==> src/design/bmw_pkg.sv <==
// Constants, field layouts and helpers for the bridge memory window registers.
// How it works
// - Secondary status error bits always read zero.
// - Select-timing field of secondary status reads 00.
// - Back-to-back and fast-bus capability bits read zero.
// - Status reserved bits zero; register ignores writes.
// - Writable 12-bit memory base gives address 31:20.
// - Writable 12-bit memory limit, low bits ones.
// - Base and limit low nibbles read zero.
// - Memory window decides downstream forwarding.
// - Writable 12-bit prefetch base gives address 31:20.
// - Prefetch base is 64 bits with upper register.
// - Prefetch base low nibble reads 64-bit code 1.
// - Prefetch limit field at 26h, low bits ones.
// - Writable 32-bit prefetch upper base at 28h.
package bmw_pkg;

  // ==========================================================================
  // Register byte offsets.
  localparam logic [7:0] SEC_STATUS_OFS    = 8'h1E;
  localparam logic [7:0] MEM_BASE_OFS      = 8'h20;
  localparam logic [7:0] MEM_LIMIT_OFS     = 8'h22;
  localparam logic [7:0] PF_BASE_OFS       = 8'h24;
  localparam logic [7:0] PF_LIMIT_OFS      = 8'h26;
  localparam logic [7:0] PF_BASE_UPPER_OFS = 8'h28;

  // Dword indices of the configuration accesses that reach these registers.
  localparam logic [5:0] DW_STATUS   = SEC_STATUS_OFS[7:2];
  localparam logic [5:0] DW_MEM      = MEM_BASE_OFS[7:2];
  localparam logic [5:0] DW_PF       = PF_BASE_OFS[7:2];
  localparam logic [5:0] DW_PF_UPPER = PF_BASE_UPPER_OFS[7:2];

  // ==========================================================================
  // Field layout of the window registers.
  localparam int         FIELD_LSB  = 4;
  localparam int         FIELD_W    = 12;
  localparam logic [3:0] LOW_NIBBLE = 4'h0;

  // Address bits below the window granule.
  localparam logic [19:0] LOW_ZERO = 20'h00000;
  localparam logic [19:0] LOW_ONES = 20'hFFFFF;

  // ==========================================================================
  // Values after reset.
  localparam logic [11:0] FIELD_RST         = 12'h000;
  localparam logic [31:0] PF_BASE_UPPER_RST = 32'h00000000;
  // The prefetch limit upper word is not held here and counts as zero.
  localparam logic [31:0] PF_LIMIT_UPPER    = 32'h00000000;
  localparam logic [3:0]  WIDE_ADDRESS_CODE = 4'h1;

  // ==========================================================================
  // Fixed secondary status fields.
  localparam logic       PARITY_ERROR_SEEN       = 1'h0;
  localparam logic       SYSTEM_ERROR_RECEIVED   = 1'h0;
  localparam logic       MASTER_ABORT_RECEIVED   = 1'h0;
  localparam logic       TARGET_ABORT_RECEIVED   = 1'h0;
  localparam logic       TARGET_ABORT_SIGNALLED  = 1'h0;
  localparam logic [1:0] SELECT_TIMING           = 2'h0;
  localparam logic       MASTER_DATA_PARITY_FLAG = 1'h0;
  localparam logic       BACK_TO_BACK_CAPABLE    = 1'h0;
  localparam logic       FAST_BUS_CAPABLE        = 1'h0;
  localparam logic       STATUS_RSVD_BIT         = 1'h0;
  localparam logic [4:0] STATUS_RSVD_LOW         = 5'h00;

  // Merges a 16-bit half word under its two byte enables.
  function automatic logic [15:0] bmw_merge16(input logic [15:0] old_v,
                                              input logic [15:0] new_v,
                                              input logic [1:0]  be);
    bmw_merge16 = {be[1] ? new_v[15:8] : old_v[15:8],
                   be[0] ? new_v[7:0]  : old_v[7:0]};
  endfunction

endpackage

==> src/design/bmw_regs.sv <==
// Memory window configuration registers and forwarding decision of the bridge.
`timescale 1ns/10ps
module bmw_regs
  import bmw_pkg::*;
(
  // Clock and reset.
  input  wire logic        clk_i,
  input  wire logic        reset_i,
  // Configuration access request.
  input  wire logic        cfg_valid_i,
  input  wire logic        cfg_write_i,
  input  wire logic [7:0]  cfg_addr_i,
  input  wire logic [3:0]  cfg_byte_en_i,
  input  wire logic [31:0] cfg_wdata_i,
  // Configuration access answer.
  output logic             cfg_ack_o,
  output logic [31:0]      cfg_rdata_o,
  // Memory transaction lookup.
  input  wire logic        fwd_valid_i,
  input  wire logic [63:0] fwd_addr_i,
  output logic             fwd_done_o,
  output logic             fwd_downstream_o,
  output logic             fwd_prefetch_o
);

  // ==========================================================================
  // Storage and decode.
  logic [11:0] window_bottom_field;
  logic [11:0] window_top_field;
  logic [11:0] prefetch_bottom_field;
  logic [11:0] prefetch_top_field;
  logic [31:0] prefetch_bottom_upper;
  logic [15:0] secondary_bus_status;
  logic [15:0] memory_window_base;
  logic [15:0] memory_window_limit;
  logic [15:0] prefetch_window_base;
  logic [15:0] prefetch_window_limit;
  logic [15:0] next_mem_base;
  logic [15:0] next_mem_limit;
  logic [15:0] next_pf_base;
  logic [15:0] next_pf_limit;
  logic [31:0] next_rdata;
  logic        cfg_wr;
  logic [5:0]  cfg_dw;
  logic        mem_hit;
  logic        pf_hit;

  assign cfg_wr = cfg_valid_i && cfg_write_i;
  assign cfg_dw = cfg_addr_i[7:2];

  // The status word is built only from fixed fields, so writes cannot touch it.
  assign secondary_bus_status = {PARITY_ERROR_SEEN, SYSTEM_ERROR_RECEIVED,
                                 MASTER_ABORT_RECEIVED, TARGET_ABORT_RECEIVED,
                                 TARGET_ABORT_SIGNALLED,
                                 SELECT_TIMING,
                                 MASTER_DATA_PARITY_FLAG,
                                 BACK_TO_BACK_CAPABLE,
                                 STATUS_RSVD_BIT,
                                 FAST_BUS_CAPABLE,
                                 STATUS_RSVD_LOW};

  // Read views of the window registers with their fixed low nibbles.
  assign memory_window_base    = {window_bottom_field, LOW_NIBBLE};
  assign memory_window_limit   = {window_top_field, LOW_NIBBLE};
  assign prefetch_window_base  = {prefetch_bottom_field, WIDE_ADDRESS_CODE};
  assign prefetch_window_limit = {prefetch_top_field, WIDE_ADDRESS_CODE};

  // Byte-merged write values; the low nibble is dropped when stored.
  assign next_mem_base  = bmw_merge16(memory_window_base, cfg_wdata_i[15:0], cfg_byte_en_i[1:0]);
  assign next_mem_limit = bmw_merge16(memory_window_limit, cfg_wdata_i[31:16],
                                      cfg_byte_en_i[3:2]);
  assign next_pf_base   = bmw_merge16(prefetch_window_base, cfg_wdata_i[15:0],
                                      cfg_byte_en_i[1:0]);
  assign next_pf_limit  = bmw_merge16(prefetch_window_limit, cfg_wdata_i[31:16],
                                      cfg_byte_en_i[3:2]);

  // ==========================================================================
  // Register writes.

  // Memory window base and limit share one dword.
  always_ff @(posedge clk_i) begin
    if (reset_i) begin
      window_bottom_field <= FIELD_RST;
      window_top_field    <= FIELD_RST;
    end else if (cfg_wr && cfg_dw == DW_MEM) begin
      window_bottom_field <= next_mem_base[15:FIELD_LSB];
      window_top_field    <= next_mem_limit[15:FIELD_LSB];
    end
  end

  // Prefetch window base and limit share the next dword.
  always_ff @(posedge clk_i) begin
    if (reset_i) begin
      prefetch_bottom_field <= FIELD_RST;
      prefetch_top_field    <= FIELD_RST;
    end else if (cfg_wr && cfg_dw == DW_PF) begin
      prefetch_bottom_field <= next_pf_base[15:FIELD_LSB];
      prefetch_top_field    <= next_pf_limit[15:FIELD_LSB];
    end
  end

  // Upper 32 bits of the prefetch base, written byte by byte.
  always_ff @(posedge clk_i) begin
    if (reset_i) begin
      prefetch_bottom_upper <= PF_BASE_UPPER_RST;
    end else if (cfg_wr && cfg_dw == DW_PF_UPPER) begin
      prefetch_bottom_upper <= {bmw_merge16(prefetch_bottom_upper[31:16], cfg_wdata_i[31:16],
                                            cfg_byte_en_i[3:2]),
                                bmw_merge16(prefetch_bottom_upper[15:0], cfg_wdata_i[15:0],
                                            cfg_byte_en_i[1:0])};
    end
  end

  // ==========================================================================
  // Register reads.

  // Read mux; unmapped dwords and halves read zero.
  always_comb begin
    next_rdata = 32'h00000000;
    unique case (cfg_dw)
      DW_STATUS:   next_rdata = {secondary_bus_status, 16'h0000};
      DW_MEM:      next_rdata = {memory_window_limit, memory_window_base};
      DW_PF:       next_rdata = {prefetch_window_limit, prefetch_window_base};
      DW_PF_UPPER: next_rdata = prefetch_bottom_upper;
      default:     next_rdata = 32'h00000000;
    endcase
  end

  // Every access is answered one cycle later; writes return zero data.
  always_ff @(posedge clk_i) begin
    if (reset_i) begin
      cfg_ack_o   <= 1'b0;
      cfg_rdata_o <= 32'h00000000;
    end else begin
      cfg_ack_o   <= cfg_valid_i;
      cfg_rdata_o <= (cfg_valid_i && !cfg_write_i) ? next_rdata : 32'h00000000;
    end
  end

  // ==========================================================================
  // Forwarding decision.

  // Non-prefetchable window is 32-bit, so the upper address word must be zero.
  bmw_window_match u_mem_window (
    .base_i  ({32'h00000000, window_bottom_field, LOW_ZERO}),
    .limit_i ({32'h00000000, window_top_field, LOW_ONES}),
    .addr_i  (fwd_addr_i),
    .hit_o   (mem_hit)
  );

  // Prefetch window uses the 64-bit base.
  bmw_window_match u_pf_window (
    .base_i  ({prefetch_bottom_upper, prefetch_bottom_field, LOW_ZERO}),
    .limit_i ({PF_LIMIT_UPPER, prefetch_top_field, LOW_ONES}),
    .addr_i  (fwd_addr_i),
    .hit_o   (pf_hit)
  );

  // A lookup is answered one cycle later with the registered decision.
  always_ff @(posedge clk_i) begin
    if (reset_i) begin
      fwd_done_o       <= 1'b0;
      fwd_downstream_o <= 1'b0;
      fwd_prefetch_o   <= 1'b0;
    end else begin
      fwd_done_o       <= fwd_valid_i;
      fwd_downstream_o <= fwd_valid_i && (mem_hit || pf_hit);
      fwd_prefetch_o   <= fwd_valid_i && pf_hit;
    end
  end
endmodule

==> src/design/bmw_window_match.sv <==
// Address window comparator used for the forwarding decision.
`timescale 1ns/10ps
module bmw_window_match
  import bmw_pkg::*;
(
  // Window bounds.
  input  wire logic [63:0] base_i,
  input  wire logic [63:0] limit_i,
  // Address under test.
  input  wire logic [63:0] addr_i,
  // Result.
  output logic             hit_o
);

  // A hit needs an open window and the address inside both bounds.
  always_comb begin
    hit_o = (base_i <= limit_i) && (addr_i >= base_i) && (addr_i <= limit_i);
  end

endmodule

==> config.mk <==
export PLATFORM = sky130hd
export DESIGN_NAME = bmw_regs
export DESIGN_NICKNAME = d
export VERILOG_FILES = /design/src/design/bmw_pkg.sv /design/src/design/bmw_regs.sv /design/src/design/bmw_window_match.sv
export SDC_FILE = /design/constraint.sdc
export NUM_CORES = 1
export LEC_CHECK = 0
export ABC_CLOCK_PERIOD_IN_PS = 2700
export BUFFER_PORTS_ARGS = -buffer_cell sky130_fd_sc_hd__buf_2
export CORE_ASPECT_RATIO = 2
export CORE_MARGIN = 2
export CORE_UTILIZATION = 55
export DETAILED_ROUTE_END_ITERATION = 7
export PLACE_DENSITY = 0.81
export SLEW_MARGIN = 20
export SYNTH_ARGS = -nofsm -noshare
export SYNTH_HDL_FRONTEND = slang
export SYNTH_SLANG_ARGS = --single-unit
==> constraint.sdc <==
create_clock -name clk_i -period 2.7 [get_ports clk_i]
set_clock_uncertainty 0.15 [all_clocks]
set_input_delay 0.54 -clock clk_i [delete_from_list [all_inputs] [get_ports clk_i]]
set_output_delay 0.54 -clock clk_i [all_outputs]
set_load 0.01 [all_outputs]
## Word-level counts from Yosys, hierarchy flattened

Index checks and enable logic that the tools add are counted.
W data, S select, Z words.

- Register bits: 116
- Input bits: 113
- Output and inout bits: 36
- Logic and storage cells: 54

- Magnitude comparators: 6
- Equal/unequal tests: 3
- Muxes and demuxes: 1
- Bitwise gates (word level): 1
- Reduce and logical (&&, ||, !) cells: 26

Operator list:

| cell | count |
|---|---|
| $le A64 B32 Y1 | 3 |
| $pmux W32 S3 | 1 |
| $ge A64 B32 Y1 | 1 |
| $ge A64 B64 Y1 | 1 |
| $le A32 B32 Y1 | 1 |
| $reduce_and A2 Y1 | 12 |
| $eq A6 B4 Y1 const B | 3 |
| $logic_and A1 B1 Y1 | 11 |
| $reduce_or A2 Y1 | 1 |
| $logic_not A1 Y1 | 1 |
| $logic_or A1 B1 Y1 | 1 |
| $not A1 Y1 | 1 |

## Depth between registers and ports, before layout

Gate-level depths: netlist of the first run.

- Depth after elaboration: 5
- Depth in mapped cells: 9
- Gate-level depth less buffers: 9

## Cells and area by module

A second synthesis of the first run with hierarchy kept.

- Cell total of the unflattened synthesis: 1713
- Area total of the unflattened synthesis: 14048.5 um^2

By module, submodules not included:

| module | instances | cells each | area an instance (um^2) | seq. area each (um^2) |
|---|---|---|---|---|
| bmw_window_match | 2 | 612 | 4616.9 | 0.0 |
| bmw_regs | 1 | 489 | 4814.6 | 2322.2 |

## Worst setup path before layout of the first run

OpenSTA, ideal clock, no wires.

- Path kind: in2reg
- Start: input port fwd_addr_i[25]
- End: register fwd_downstream_o
- Library setup time: 0.128 ns
- Data arrival time: 2.125 ns
- Required time: 2.422 ns
- Path slack: 0.297 ns
- Stages on the path: 8
- Path buffers: 0
- Path through: ha_1 a21o_1 a221o_1 a221o_1 nor3_1 o31ai_1 a31oi_1 o22ai_1

- Cells in the longest elaborated chain, start to end: 5
- Elaborated cells between the ends (all ways): 10
- Classes of those cells: 4 x order compare; 6 x reduce/logical

RTL lines:

| item | line | source |
|---|---|---|
| from (decl) | bmw_regs.sv:20 | `input wire logic [63:0] fwd_addr_i,` |
| $ge A64 B32 Y1 or $ge A64 B64 Y1 (tied branches) | bmw_window_match.sv:17 | `hit_o = (base_i <= limit_i) && (addr_i >= base_i) && (addr_i <= limit_i);` |
| $logic_and A1 B1 Y1 (2 in a row) | bmw_window_match.sv:17 |  |
| $logic_or A1 B1 Y1 * | bmw_regs.sv:167 | `fwd_downstream_o <= fwd_valid_i && (mem_hit \|\| pf_hit);` |
| $logic_and A1 B1 Y1 * | bmw_regs.sv:167 |  |
| to (signal assigned) | bmw_regs.sv:167 |  |
| to (decl) | bmw_regs.sv:22 | `output logic fwd_downstream_o,` |

Every way passes the cells marked *; elsewhere a longest branch is shown, timed or not.
A chain may end at the register's enable or synchronous reset.

## Worst setup path in the final report of the first run

- Start: register prefetch_bottom_field[7]
- End: register fwd_downstream_o

- Cells in the longest elaborated chain, start to end: 5
- Elaborated cells between the ends (all ways): 6
- Classes of those cells: 2 x order compare; 4 x reduce/logical

RTL lines:

| item | line | source |
|---|---|---|
| from (decl) | bmw_regs.sv:30 | `logic [11:0] prefetch_bottom_field;` |
| from (signal assigned) | bmw_regs.sv:97 | `prefetch_bottom_field <= next_pf_base[15:FIELD_LSB];` |
| $le A64 B32 Y1 or $ge A64 B64 Y1 (tied branches) | bmw_window_match.sv:17 |  |
| $logic_and A1 B1 Y1 * (2 in a row) | bmw_window_match.sv:17 |  |
| $logic_or A1 B1 Y1 * | bmw_regs.sv:167 |  |
| $logic_and A1 B1 Y1 * | bmw_regs.sv:167 |  |

Marks and branches as above.

==> results of run 1 <==
[logic make-up (layout without fill, tap and decap cells)]
| family | Yosys count | after routing |
|---|---|---|
| compound gates | 118 | 118 |
| fa+ha+maj | 102 | 102 |
| buf+inv | 107 | 301 |
| flops | 116 | 116 |
| mux | 80 | 80 |
| simple gates | 223 | 223 |
[per-stage QoR]
stage | util | worst slack (ps) | area, um2 | std cells | power [mW]
finish | 0.7071 | 66.81 | 8623 | 1087 | 4.309
global route | 0.7071 | -75.56 | 8623 | 1087 | 4.425
CTS | 0.7062 | 41.51 | 8612 | 1087 | 4.292
detailed placement | 0.6584 | -257.3 | 8029 | 1055 | 2.117
global placement | 0.6584 | -161.0 | 8029 | 1055 | 2.107
floorplan | - | 296.9 | 6880 | 746 | 1.921
[cells in the mapped netlist, types with 2 or more instances]
cell type / number
sky130_fd_sc_hd__a211oi_1: 3
sky130_fd_sc_hd__a21o_1: 23
sky130_fd_sc_hd__a21oi_1: 37
sky130_fd_sc_hd__a221o_1: 2
sky130_fd_sc_hd__a221oi_1: 2
sky130_fd_sc_hd__a222oi_1: 24
sky130_fd_sc_hd__and2_1: 2
sky130_fd_sc_hd__and3_1: 6
sky130_fd_sc_hd__and4_1: 9
sky130_fd_sc_hd__buf_2: 9
sky130_fd_sc_hd__buf_4: 2
sky130_fd_sc_hd__buf_6: 2
sky130_fd_sc_hd__clkbuf_1: 13
sky130_fd_sc_hd__dfxtp_1: 116
sky130_fd_sc_hd__ha_1: 102
sky130_fd_sc_hd__inv_1: 81
sky130_fd_sc_hd__mux2i_1: 80
sky130_fd_sc_hd__nand2_1: 17
sky130_fd_sc_hd__nand3_1: 3
sky130_fd_sc_hd__nand4_1: 26
sky130_fd_sc_hd__nand4_2: 2
sky130_fd_sc_hd__nand4_4: 6
sky130_fd_sc_hd__nor2_1: 112
sky130_fd_sc_hd__nor2b_1: 8
sky130_fd_sc_hd__nor3_1: 4
sky130_fd_sc_hd__nor4_1: 23
sky130_fd_sc_hd__o21a_1: 2
sky130_fd_sc_hd__o21ai_0: 15
[power by group]
group	switching (mW)	internal (mW)
sequential	0.00216	1.72
clock	0.855	1.36
combinational	0.208	0.166
[flip-flops by register name, summed over array words and instances, names as in the netlist]
register               flops
cfg_rdata_o               32
prefetch_bottom_upper     32
prefetch_bottom_field     12
prefetch_top_field        12
window_bottom_field       12
window_top_field          12
cfg_ack_o                  1
fwd_done_o                 1
fwd_downstream_o           1
fwd_prefetch_o             1
[worst max path at each step]
stage	startpoint	endpoint	slack [ps]	cells past startpoint
global route	prefetch_bottom_field[7]	fwd_downstream_o	-80	11
floorplan	fwd_addr_i[25]	fwd_downstream_o	300	8
CTS	prefetch_bottom_field[5]	fwd_downstream_o	40	9
global placement	fwd_addr_i[25]	fwd_downstream_o	-160	9
finish	prefetch_bottom_field[7]	fwd_downstream_o	70	9
detailed placement	fwd_addr_i[25]	fwd_downstream_o	-260	9
[critical path: cells and delay by family, from the launching register on]
family	cells	cell delay (ps)
adder cells (fa/ha/maj)	1	280
AO/OA/AOI/OAI	5	1190
flip-flops	1	380
AND/OR/NAND/NOR	2	430
buffers and inverters	1	60
[cells in the final DEF, fill, tap and decap left out, types with 3 or more instances in the layout]
| cell type | count |
|---|---|
| sky130_fd_sc_hd__a211oi_1 | 3 |
| sky130_fd_sc_hd__a21o_1 | 23 |
| sky130_fd_sc_hd__a21oi_1 | 37 |
| sky130_fd_sc_hd__a222oi_1 | 24 |
| sky130_fd_sc_hd__and3_1 | 6 |
| sky130_fd_sc_hd__and4_1 | 9 |
| sky130_fd_sc_hd__buf_12 | 4 |
| sky130_fd_sc_hd__buf_2 | 146 |
| sky130_fd_sc_hd__buf_4 | 38 |
| sky130_fd_sc_hd__clkbuf_16 | 17 |
| sky130_fd_sc_hd__clkinv_2 | 3 |
| sky130_fd_sc_hd__clkinv_4 | 3 |
| sky130_fd_sc_hd__clkinvlp_4 | 4 |
| sky130_fd_sc_hd__dfxtp_1 | 116 |
| sky130_fd_sc_hd__ha_1 | 102 |
| sky130_fd_sc_hd__inv_1 | 81 |
| sky130_fd_sc_hd__inv_6 | 3 |
| sky130_fd_sc_hd__mux2i_1 | 80 |
| sky130_fd_sc_hd__nand2_1 | 17 |
| sky130_fd_sc_hd__nand3_1 | 3 |
| sky130_fd_sc_hd__nand4_1 | 26 |
| sky130_fd_sc_hd__nand4_4 | 6 |
| sky130_fd_sc_hd__nor2_1 | 112 |
| sky130_fd_sc_hd__nor2b_1 | 8 |
| sky130_fd_sc_hd__nor3_1 | 3 |
| sky130_fd_sc_hd__nor4_1 | 23 |
| sky130_fd_sc_hd__o21ai_0 | 15 |
[layer usage]
metal | part of all wire | vias up
met1 | 0.34 | 3149
met5 | 0 | -
met3 | 0.057 | 106
met2 | 0.53 | 329
li1 | - | 3084
met4 | 0.076 | 0
[layout make-up]
class	instances	area (um2)	area share
clock buffers	17	425.4	0.04933
clock inverters	15	157.7	0.01828
inverters	81	304.0	0.03526
multi-input cells	523	4134	0.4794
flip-flops and latches	116	2322	0.2693
well taps	147	183.9	0.02133
repair buffers	188	1096	0.1271
[what timing repair did]
item                                   CTS  global route
resized for setup                        0             2
setup endpoints to repair                0             2
endpoints found under the hold margin    0             0
==> impl_summary.log, run 1 <==
INFO  metric yosys_warnings = 0
INFO  metric hold_path_class = input pin to register
INFO  metric path_max_fanout = 2
INFO  metric final_slew_viol_count = 0
INFO  metric synth.lib_cells_used.distinct = 43
INFO  metric post-cts-setup-buffer-count = 0
INFO  metric cp-start-kind = register
INFO  metric clock_tree_from_tritoncts = done
INFO  metric cts.sink_count = 116
INFO  metric grt_util_all_layers = 0.3256
INFO  metric fp.dieH = between 150 and 200 um
INFO  metric outcome = finished, final reports clean
INFO  metric synth_area_leader_cell = sky130_fd_sc_hd__dfxtp_1
INFO  metric hpwl = around 17000 um
INFO  metric setup_viol = 0
INFO  metric required = 2830 ps
INFO  metric r2r.worst_path.cells = 9
INFO  metric reg2reg_from = prefetch_bottom_field[7]
INFO  metric clk_root_buffer_cell = sky130_fd_sc_hd__clkbuf_16
INFO  metric worst_path_max_delay_cell = sky130_fd_sc_hd__dfxtp_1
INFO  metric timing.max_slew.rel_slack = 0.4431
INFO  metric clock_insertion_delay_worst_skew = roughly 420 ps
INFO  metric cts.clk_slew.worst_paths = 60 ps
INFO  metric path_common_cell = sky130_fd_sc_hd__a221o_1
INFO  metric cts_htree_levels = 4
INFO  metric rrSetupSlack = 70 ps
INFO  metric async_flop_share = 0
INFO  metric cts_buffers = 17
INFO  metric floorplan.core_area = 12200 um2
INFO  metric port_buffers = 146
INFO  metric top_reg_cell_synth = sky130_fd_sc_hd__dfxtp_1
INFO  metric detail_route.first_pass.iterations = 8
INFO  metric syn_area_per_cell = between 9 and 10 um2
INFO  metric grt_first_pass_wirelength = 34150 um
INFO  metric critical_path.max_stage_delay = around 380 ps
INFO  metric ctsHoldBuffers = 0
INFO  metric gpl.final_weighted_congestion = 0.9879
INFO  metric synth_xor_xnor_area_share = 0
INFO  metric syn-num-nets = 961
INFO  metric synth_top_area_share = 0.3375
INFO  metric detailedRoute.firstIterationViolations = 759
INFO  metric ys_seq_area_frac = 0.3375
INFO  metric timing.hold.worst.start = reset_i
INFO  metric netlist_area = 6880 um2
INFO  metric synthSimpleGateAreaFrac = 0.1777
INFO  metric vias = 6668
INFO  metric achievable_freq = 0.3798 GHz
INFO  metric max-vdd-ir-drop = 0.0004731 V
INFO  metric post_synth_fa_ha_maj_area_fraction = 0.1855
INFO  metric grt_start_max_net_pins = between 80 and 90
INFO  metric synth_compound_gate_area_share = 0.1197
INFO  metric route.detailed.wl_per_inst = 20.32 um
INFO  metric critical_path.cell_chain = inv_1 -> ha_1 -> and2_1 -> a221o_1 -> a221o_1 -> nor3_2 -> o31ai_1 -> a31oi_2 -> o22ai_1
INFO  metric drt.antenna.violating_nets = 0
INFO  metric synth_top_family_by_area = adder cells
INFO  metric main_area_contributors_after_synthesis = sky130_fd_sc_hd__dfxtp_1, sky130_fd_sc_hd__ha_1, sky130_fd_sc_hd__mux2i_1
INFO  metric worst_margin_pin_slew = around 840 ps
INFO  metric gr-max-usage-layer = met2
INFO  metric hold_slack = 180.6 ps
INFO  metric period_minus_slack = around 2600 ps
INFO  metric grt_pass1_vias = 6898
INFO  metric floorplan.rows = 57
INFO  metric design.die.area = 13470 um2
INFO  metric routed_wl = 22090 um
INFO  metric final_nets = 1142
INFO  metric max_cap_viol_count = 0
INFO  metric ios = 149
INFO  metric min_delay_path_depth = 2
INFO  metric cts_max_path_buffers = 2
INFO  metric grt_util_met2 = 0.5942
INFO  metric period_share = 0.9753
INFO  metric met1_usage = 0.3218
INFO  metric worst_ep_arrival_time = 2770 ps
INFO  metric synth.area.mux_share = 0.1164
INFO  metric crit_path_end_kind = register
INFO  metric totalNegativeSetupSlack = 0 ps
INFO  metric final_layout_size_suffix_gt1_frac = 0.2489
INFO  metric final.fill_count = 906
INFO  metric groute.layer.met3.usage = 0.05437
INFO  metric antenna_found_initial = 0
INFO  metric power_density = roughly 500 nW/um2
INFO  metric synth_seq_cells = ~120
INFO  metric syn-instance-count = 746
INFO  metric globalRoute.totalOverflow = 0
INFO  metric antenna-diode-count = 0
INFO  metric die-width = 83.09 um
INFO  metric finalHoldViolCount = 0
INFO  metric layout-area-overhead-vs-synth = 25.33%
INFO  metric capture_endpoint_of_the_worst_hold_path = cfg_ack_o
INFO  metric synth_enable_flop_cells = 0
INFO  metric leakagePower = 4.034 nW
INFO  metric worstReg2RegEnd = fwd_downstream_o
INFO  metric drc_errors = 0
INFO  metric timing_worst_setup_path_type = register to register
INFO  metric avgViaCountPerCell = 6.134
INFO  metric initial_utilization = 0.5642
Note: power is estimated with default switching activity, not from simulation.
==> run 2, diff against run 1 <==
--- a/config.mk
+++ b/config.mk
@@ -5,6 +5,7 @@
 export SDC_FILE = /design/constraint.sdc
 export NUM_CORES = 1
 export LEC_CHECK = 0
+export ABC_AREA = 1
 export ABC_CLOCK_PERIOD_IN_PS = 2700
 export BUFFER_PORTS_ARGS = -buffer_cell sky130_fd_sc_hd__buf_2
 export CORE_ASPECT_RATIO = 2
==> run 2 against run 1 <==
Maximum frequency up 30%. Core utilization down 2.7 points. First-iteration DRC count fell by 44%. Highest routed layer unchanged. Combinational power up 4%. Wire length down 6.8%. Die area down 0.42%. Largest cell class unchanged. Sequential power barely moved. Register-to-register slack better by 600 ps.
==> impl_summary.log, run 2 <==
INFO  metric outcome = finished, final reports clean
INFO  metric clock_tree_from_tritoncts = done
INFO  metric critical_path.max_stage_delay = 320 ps (-60 ps)
INFO  metric syn-instance-count = 920 (+23%)
INFO  metric achievable_freq = 0.4927 GHz (+30%)
INFO  metric detail_route.first_pass.iterations = 6 (-2)
INFO  metric port_buffers = 146 (unchanged)
INFO  metric syn-num-nets = 1135 (+18%)
INFO  metric antenna_found_initial = 0 (unchanged)
INFO  metric capture_endpoint_of_the_worst_hold_path = cfg_ack_o
INFO  metric mostFrequentLayoutCells = sky130_fd_sc_hd__buf_2, sky130_fd_sc_hd__inv_1, sky130_fd_sc_hd__a21oi_1
INFO  metric post_cts_resized = 0 (unchanged)
INFO  metric timing.hold.worst.start = reset_i
INFO  metric max_cap_viol_count = 0 (unchanged)
INFO  metric final.fill_count = 1092 (+21%)
INFO  metric route.detailed.wl_per_inst = 16.80 um (-17%)
INFO  metric synth_enable_flop_cells = 0 (unchanged)
INFO  metric ys_seq_area_frac = 0.3390 (+0.001480)
INFO  metric fp.dieH = 161.8 um (-0.21%)
INFO  metric avgViaCountPerCell = 5.686 (-7.3%)
INFO  metric floorplan.rows = 57 (unchanged)
INFO  metric min_delay_path_depth = 2 (unchanged)
INFO  metric critPathTopFamily = simple AND/OR/NAND/NOR gates
INFO  metric final_common_cell = sky130_fd_sc_hd__buf_2
INFO  metric main_area_contributors_after_synthesis = sky130_fd_sc_hd__dfxtp_1, sky130_fd_sc_hd__ha_1, sky130_fd_sc_hd__a21oi_1
INFO  metric timing_worst_setup_path_type = register to register
INFO  metric final_nets = 1280 (+12%)
INFO  metric max-vdd-ir-drop = 0.0004650 V (-1.7%)
INFO  metric setup_repair_after_global_routing_missed_its_margin = false
INFO  metric cp-start-kind = register
INFO  metric totalNegativeSetupSlack = 0 ps (unchanged)
INFO  metric crit_path_end_kind = register
INFO  metric timing.max_slew.rel_slack = 0.5262 (+0.08307)
INFO  metric setup_viol = 0 (unchanged)
INFO  metric hpwl = 15820 um (-4.7%)
INFO  metric initial_utilization = 0.5650 (+0.0008419)
INFO  metric yosys_warnings = 0 (unchanged)
INFO  metric synth_area_leader_cell = sky130_fd_sc_hd__dfxtp_1
INFO  metric cts_max_path_buffers = 2 (unchanged)
INFO  metric path_common_cell = sky130_fd_sc_hd__nand2_1
INFO  metric detailedRoute.firstIterationViolations = 427 (-44%)
INFO  metric vias = 6971 (+4.5%)
INFO  metric period_share = 0.7518 (-0.2235)
INFO  metric worstReg2RegEnd = fwd_downstream_o
INFO  metric worst_path_max_delay_cell = sky130_fd_sc_hd__dfxtp_1
INFO  metric design.die.area = 13420 um2 (-0.42%)
INFO  metric period_minus_slack = 2030 ps (-603.4 ps)
INFO  metric drc_errors = 0 (unchanged)
INFO  metric cts.clk_slew.worst_paths = 60 ps (about the same)
INFO  metric grt_start_max_net_pins = 81 (unchanged)
INFO  metric grt_util_all_layers = 0.3055 (-0.02017)
INFO  metric synth.most_common_cell = sky130_fd_sc_hd__inv_1
INFO  metric async_flop_share = 0 (unchanged)
INFO  metric clock_insertion_delay_worst_skew = 420 ps (about the same)
INFO  metric ios = 149 (unchanged)
INFO  metric netlist_area = 6850 um2 (-0.44%)
INFO  metric cts_htree_levels = 4 (unchanged)
INFO  metric cp.buffers_inverters = 1 (unchanged)
INFO  metric gpl.final_weighted_congestion = 0.9400 (-4.8%)
INFO  metric drt.antenna.violating_nets = 0 (unchanged)
INFO  metric worst_margin_pin_slew = 710.7 ps (-124.6 ps)
INFO  metric ctsHoldBuffers = 0 (unchanged)
INFO  metric die-width = 82.92 um (-0.20%)
INFO  metric top_reg_cell_synth = sky130_fd_sc_hd__dfxtp_1
INFO  metric routed_wl = 20600 um (-6.8%)
INFO  metric synth_seq_cells = 116 (unchanged)
INFO  metric floorplan.core_area = 12120 um2 (-0.58%)
INFO  metric worst_ep_arrival_time = 2240 ps (-530 ps)
INFO  metric cts.sink_count = 116 (unchanged)
INFO  metric critical_path.cell_chain = inv_1 -> ha_1 -> nand2_1 -> nor2_1 -> nor3b_1 -> nand2_1 -> nor2_1 -> nand2_1 -> nand2_1 -> nor2_1 -> nand2_1 -> nand2_1 -> nand2_1
INFO  metric placement.cell_area = 7674 um2 (-4.4%)
INFO  metric clk_root_buffer_cell = sky130_fd_sc_hd__clkbuf_16
INFO  metric total_power = 4.271 mW (-0.87%)
INFO  metric synth_top_area_share = 0.3390 (+0.001480)
INFO  metric most_frequent_cells_after_synthesis = sky130_fd_sc_hd__inv_1, sky130_fd_sc_hd__a21oi_1, sky130_fd_sc_hd__dfxtp_1, sky130_fd_sc_hd__nand2_1, sky130_fd_sc_hd__o21ai_0
INFO  metric final_slew_viol_count = 0 (unchanged)
INFO  metric syn_area_per_cell = 7.446 um2 (-19%)
INFO  metric globalRoute.totalOverflow = 0 (unchanged)
INFO  metric reg2reg_from = prefetch_bottom_upper[21]
INFO  metric leakagePower = 3.734 nW (-7.4%)
INFO  metric grt_pass1_vias = 6754 (-2.1%)
INFO  metric hold_path_class = input pin to register
INFO  metric rrSetupSlack = 670 ps (+600 ps)
INFO  metric synth.lib_cells_used.distinct = 32 (-26%)
INFO  metric r2r.worst_path.cells = 13 (+4)
INFO  metric post-route-worst-setup-slack = 670.2 ps (+603.4 ps)
INFO  metric grt_first_pass_wirelength = 32580 um (-4.6%)
INFO  metric finalHoldViolCount = 0 (unchanged)
INFO  metric layout-area-overhead-vs-synth = 20.31%
INFO  metric dp_worst_setup_slack = 443.3 ps (+700.6 ps)
INFO  metric power_density = 518.3 nW/um2 (+3.7%)
INFO  metric final_design_area_no_fill = 8242 um2 (-4.4%)
INFO  metric required = 2910 ps (+80 ps)
INFO  metric path_max_fanout = 4 (+2)
INFO  metric post-cts-setup-buffer-count = 0 (unchanged)
INFO  metric cts_buffers = 17 (unchanged)
INFO  metric biggestRegsByFlops = cfg_rdata_o x32, prefetch_bottom_upper x32
INFO  metric final_layout_size_suffix_gt1_frac = 0.1874 (-0.06155)
## run 2: cell types whose count changed in the layout (fill, tap and decap cells not counted), sizes merged, moves of 21 or more
cell | previous run | this run
a21o | 23 | 1
nor4 | 23 | 2
buf | 188 | 151
a222oi | 24 | 0
o21ai | 16 | 116
a21oi | 37 | 121
o22ai | 1 | 24
mux2i | 80 | 0
nand2 | 17 | 117
inv | 84 | 133
## run 2: per-layer routing
layer / vias to the layer above / wire, um / GRT usage
met4: 0 / 1448 / 0.2191
met2: 304 / 10470 / 0.5337
met3: 83 / 1239 / 0.06352
li1: 3417 / - / -
met1: 3167 / 7445 / 0.3215
met5: - / 0 / 0
## run 2: how the worst max path moves through the flow
stage,from,to,slack [ps],cells after the start
floorplan,fwd_addr_i[55],fwd_downstream_o,890,12
global placement,fwd_addr_i[31],fwd_downstream_o,480,12
detailed placement,fwd_addr_i[31],fwd_downstream_o,440,12
CTS,prefetch_bottom_upper[21],fwd_downstream_o,690,13
global route,prefetch_bottom_upper[23],fwd_downstream_o,500,13
finish,prefetch_bottom_upper[21],fwd_downstream_o,670,13
## run 2: final cells by class
cell class | count | area (um2) | area share
Clock inverter | 14 | 126.4 | 0.01533
Timing Repair Buffer | 151 | 768.2 | 0.09321
Sequential cell | 116 | 2322 | 0.2818
Antenna cell | 1 | 2.502 | 0.0003036
Clock buffer | 18 | 439.2 | 0.05329
Inverter | 129 | 484.2 | 0.05875
Multi-Input combinational cell | 650 | 3915 | 0.4750
Tap cell | 147 | 183.9 | 0.02232
## run 2: cell families after synthesis
logic type               count (synthesis)  share of synthesized area
AO/OA/AOI/OAI                          271                     0.2077
adder cells (fa/ha/maj)                102                     0.1863
buffers and inverters                  154                    0.09023
flip-flops                             116                     0.3390
AND/OR/NAND/NOR                        277                     0.1768
## run 2: metrics by stage
| step | utilization | instances | hold slack, ps |
|---|---|---|---|
| floorplan | - | 920 | 290.7 |
| global placement | 0.6329 | 1193 | 335.9 |
| detailed placement | 0.6329 | 1193 | 341.4 |
| CTS | 0.6796 | 1225 | 189.7 |
| global route | 0.6796 | 1225 | 194.4 |
| finish | 0.6798 | 1226 | 188.2 |
## run 2: report_power, final
part | internal (mW) | total, mW | switching [mW]
clock | 1.30 | 2.16 | 0.868
combinational | 0.161 | 0.390 | 0.229
sequential | 1.72 | 1.72 | 0.00134
## run 2: worst reg2reg max path, cell delays in order, from the launching register on
cell and delay (ps):
sky130_fd_sc_hd__dfxtp_1 320, sky130_fd_sc_hd__inv_1 110, sky130_fd_sc_hd__ha_1 330, sky130_fd_sc_hd__nand2_1 60
sky130_fd_sc_hd__nor2_1 110, sky130_fd_sc_hd__nor3b_1 240, sky130_fd_sc_hd__nand2_1 160, sky130_fd_sc_hd__nor2_1 120
sky130_fd_sc_hd__nand2_1 60, sky130_fd_sc_hd__nand2_1 50, sky130_fd_sc_hd__nor2_1 30, sky130_fd_sc_hd__nand2_1 70
sky130_fd_sc_hd__nand2_1 90, sky130_fd_sc_hd__nand2_1 80
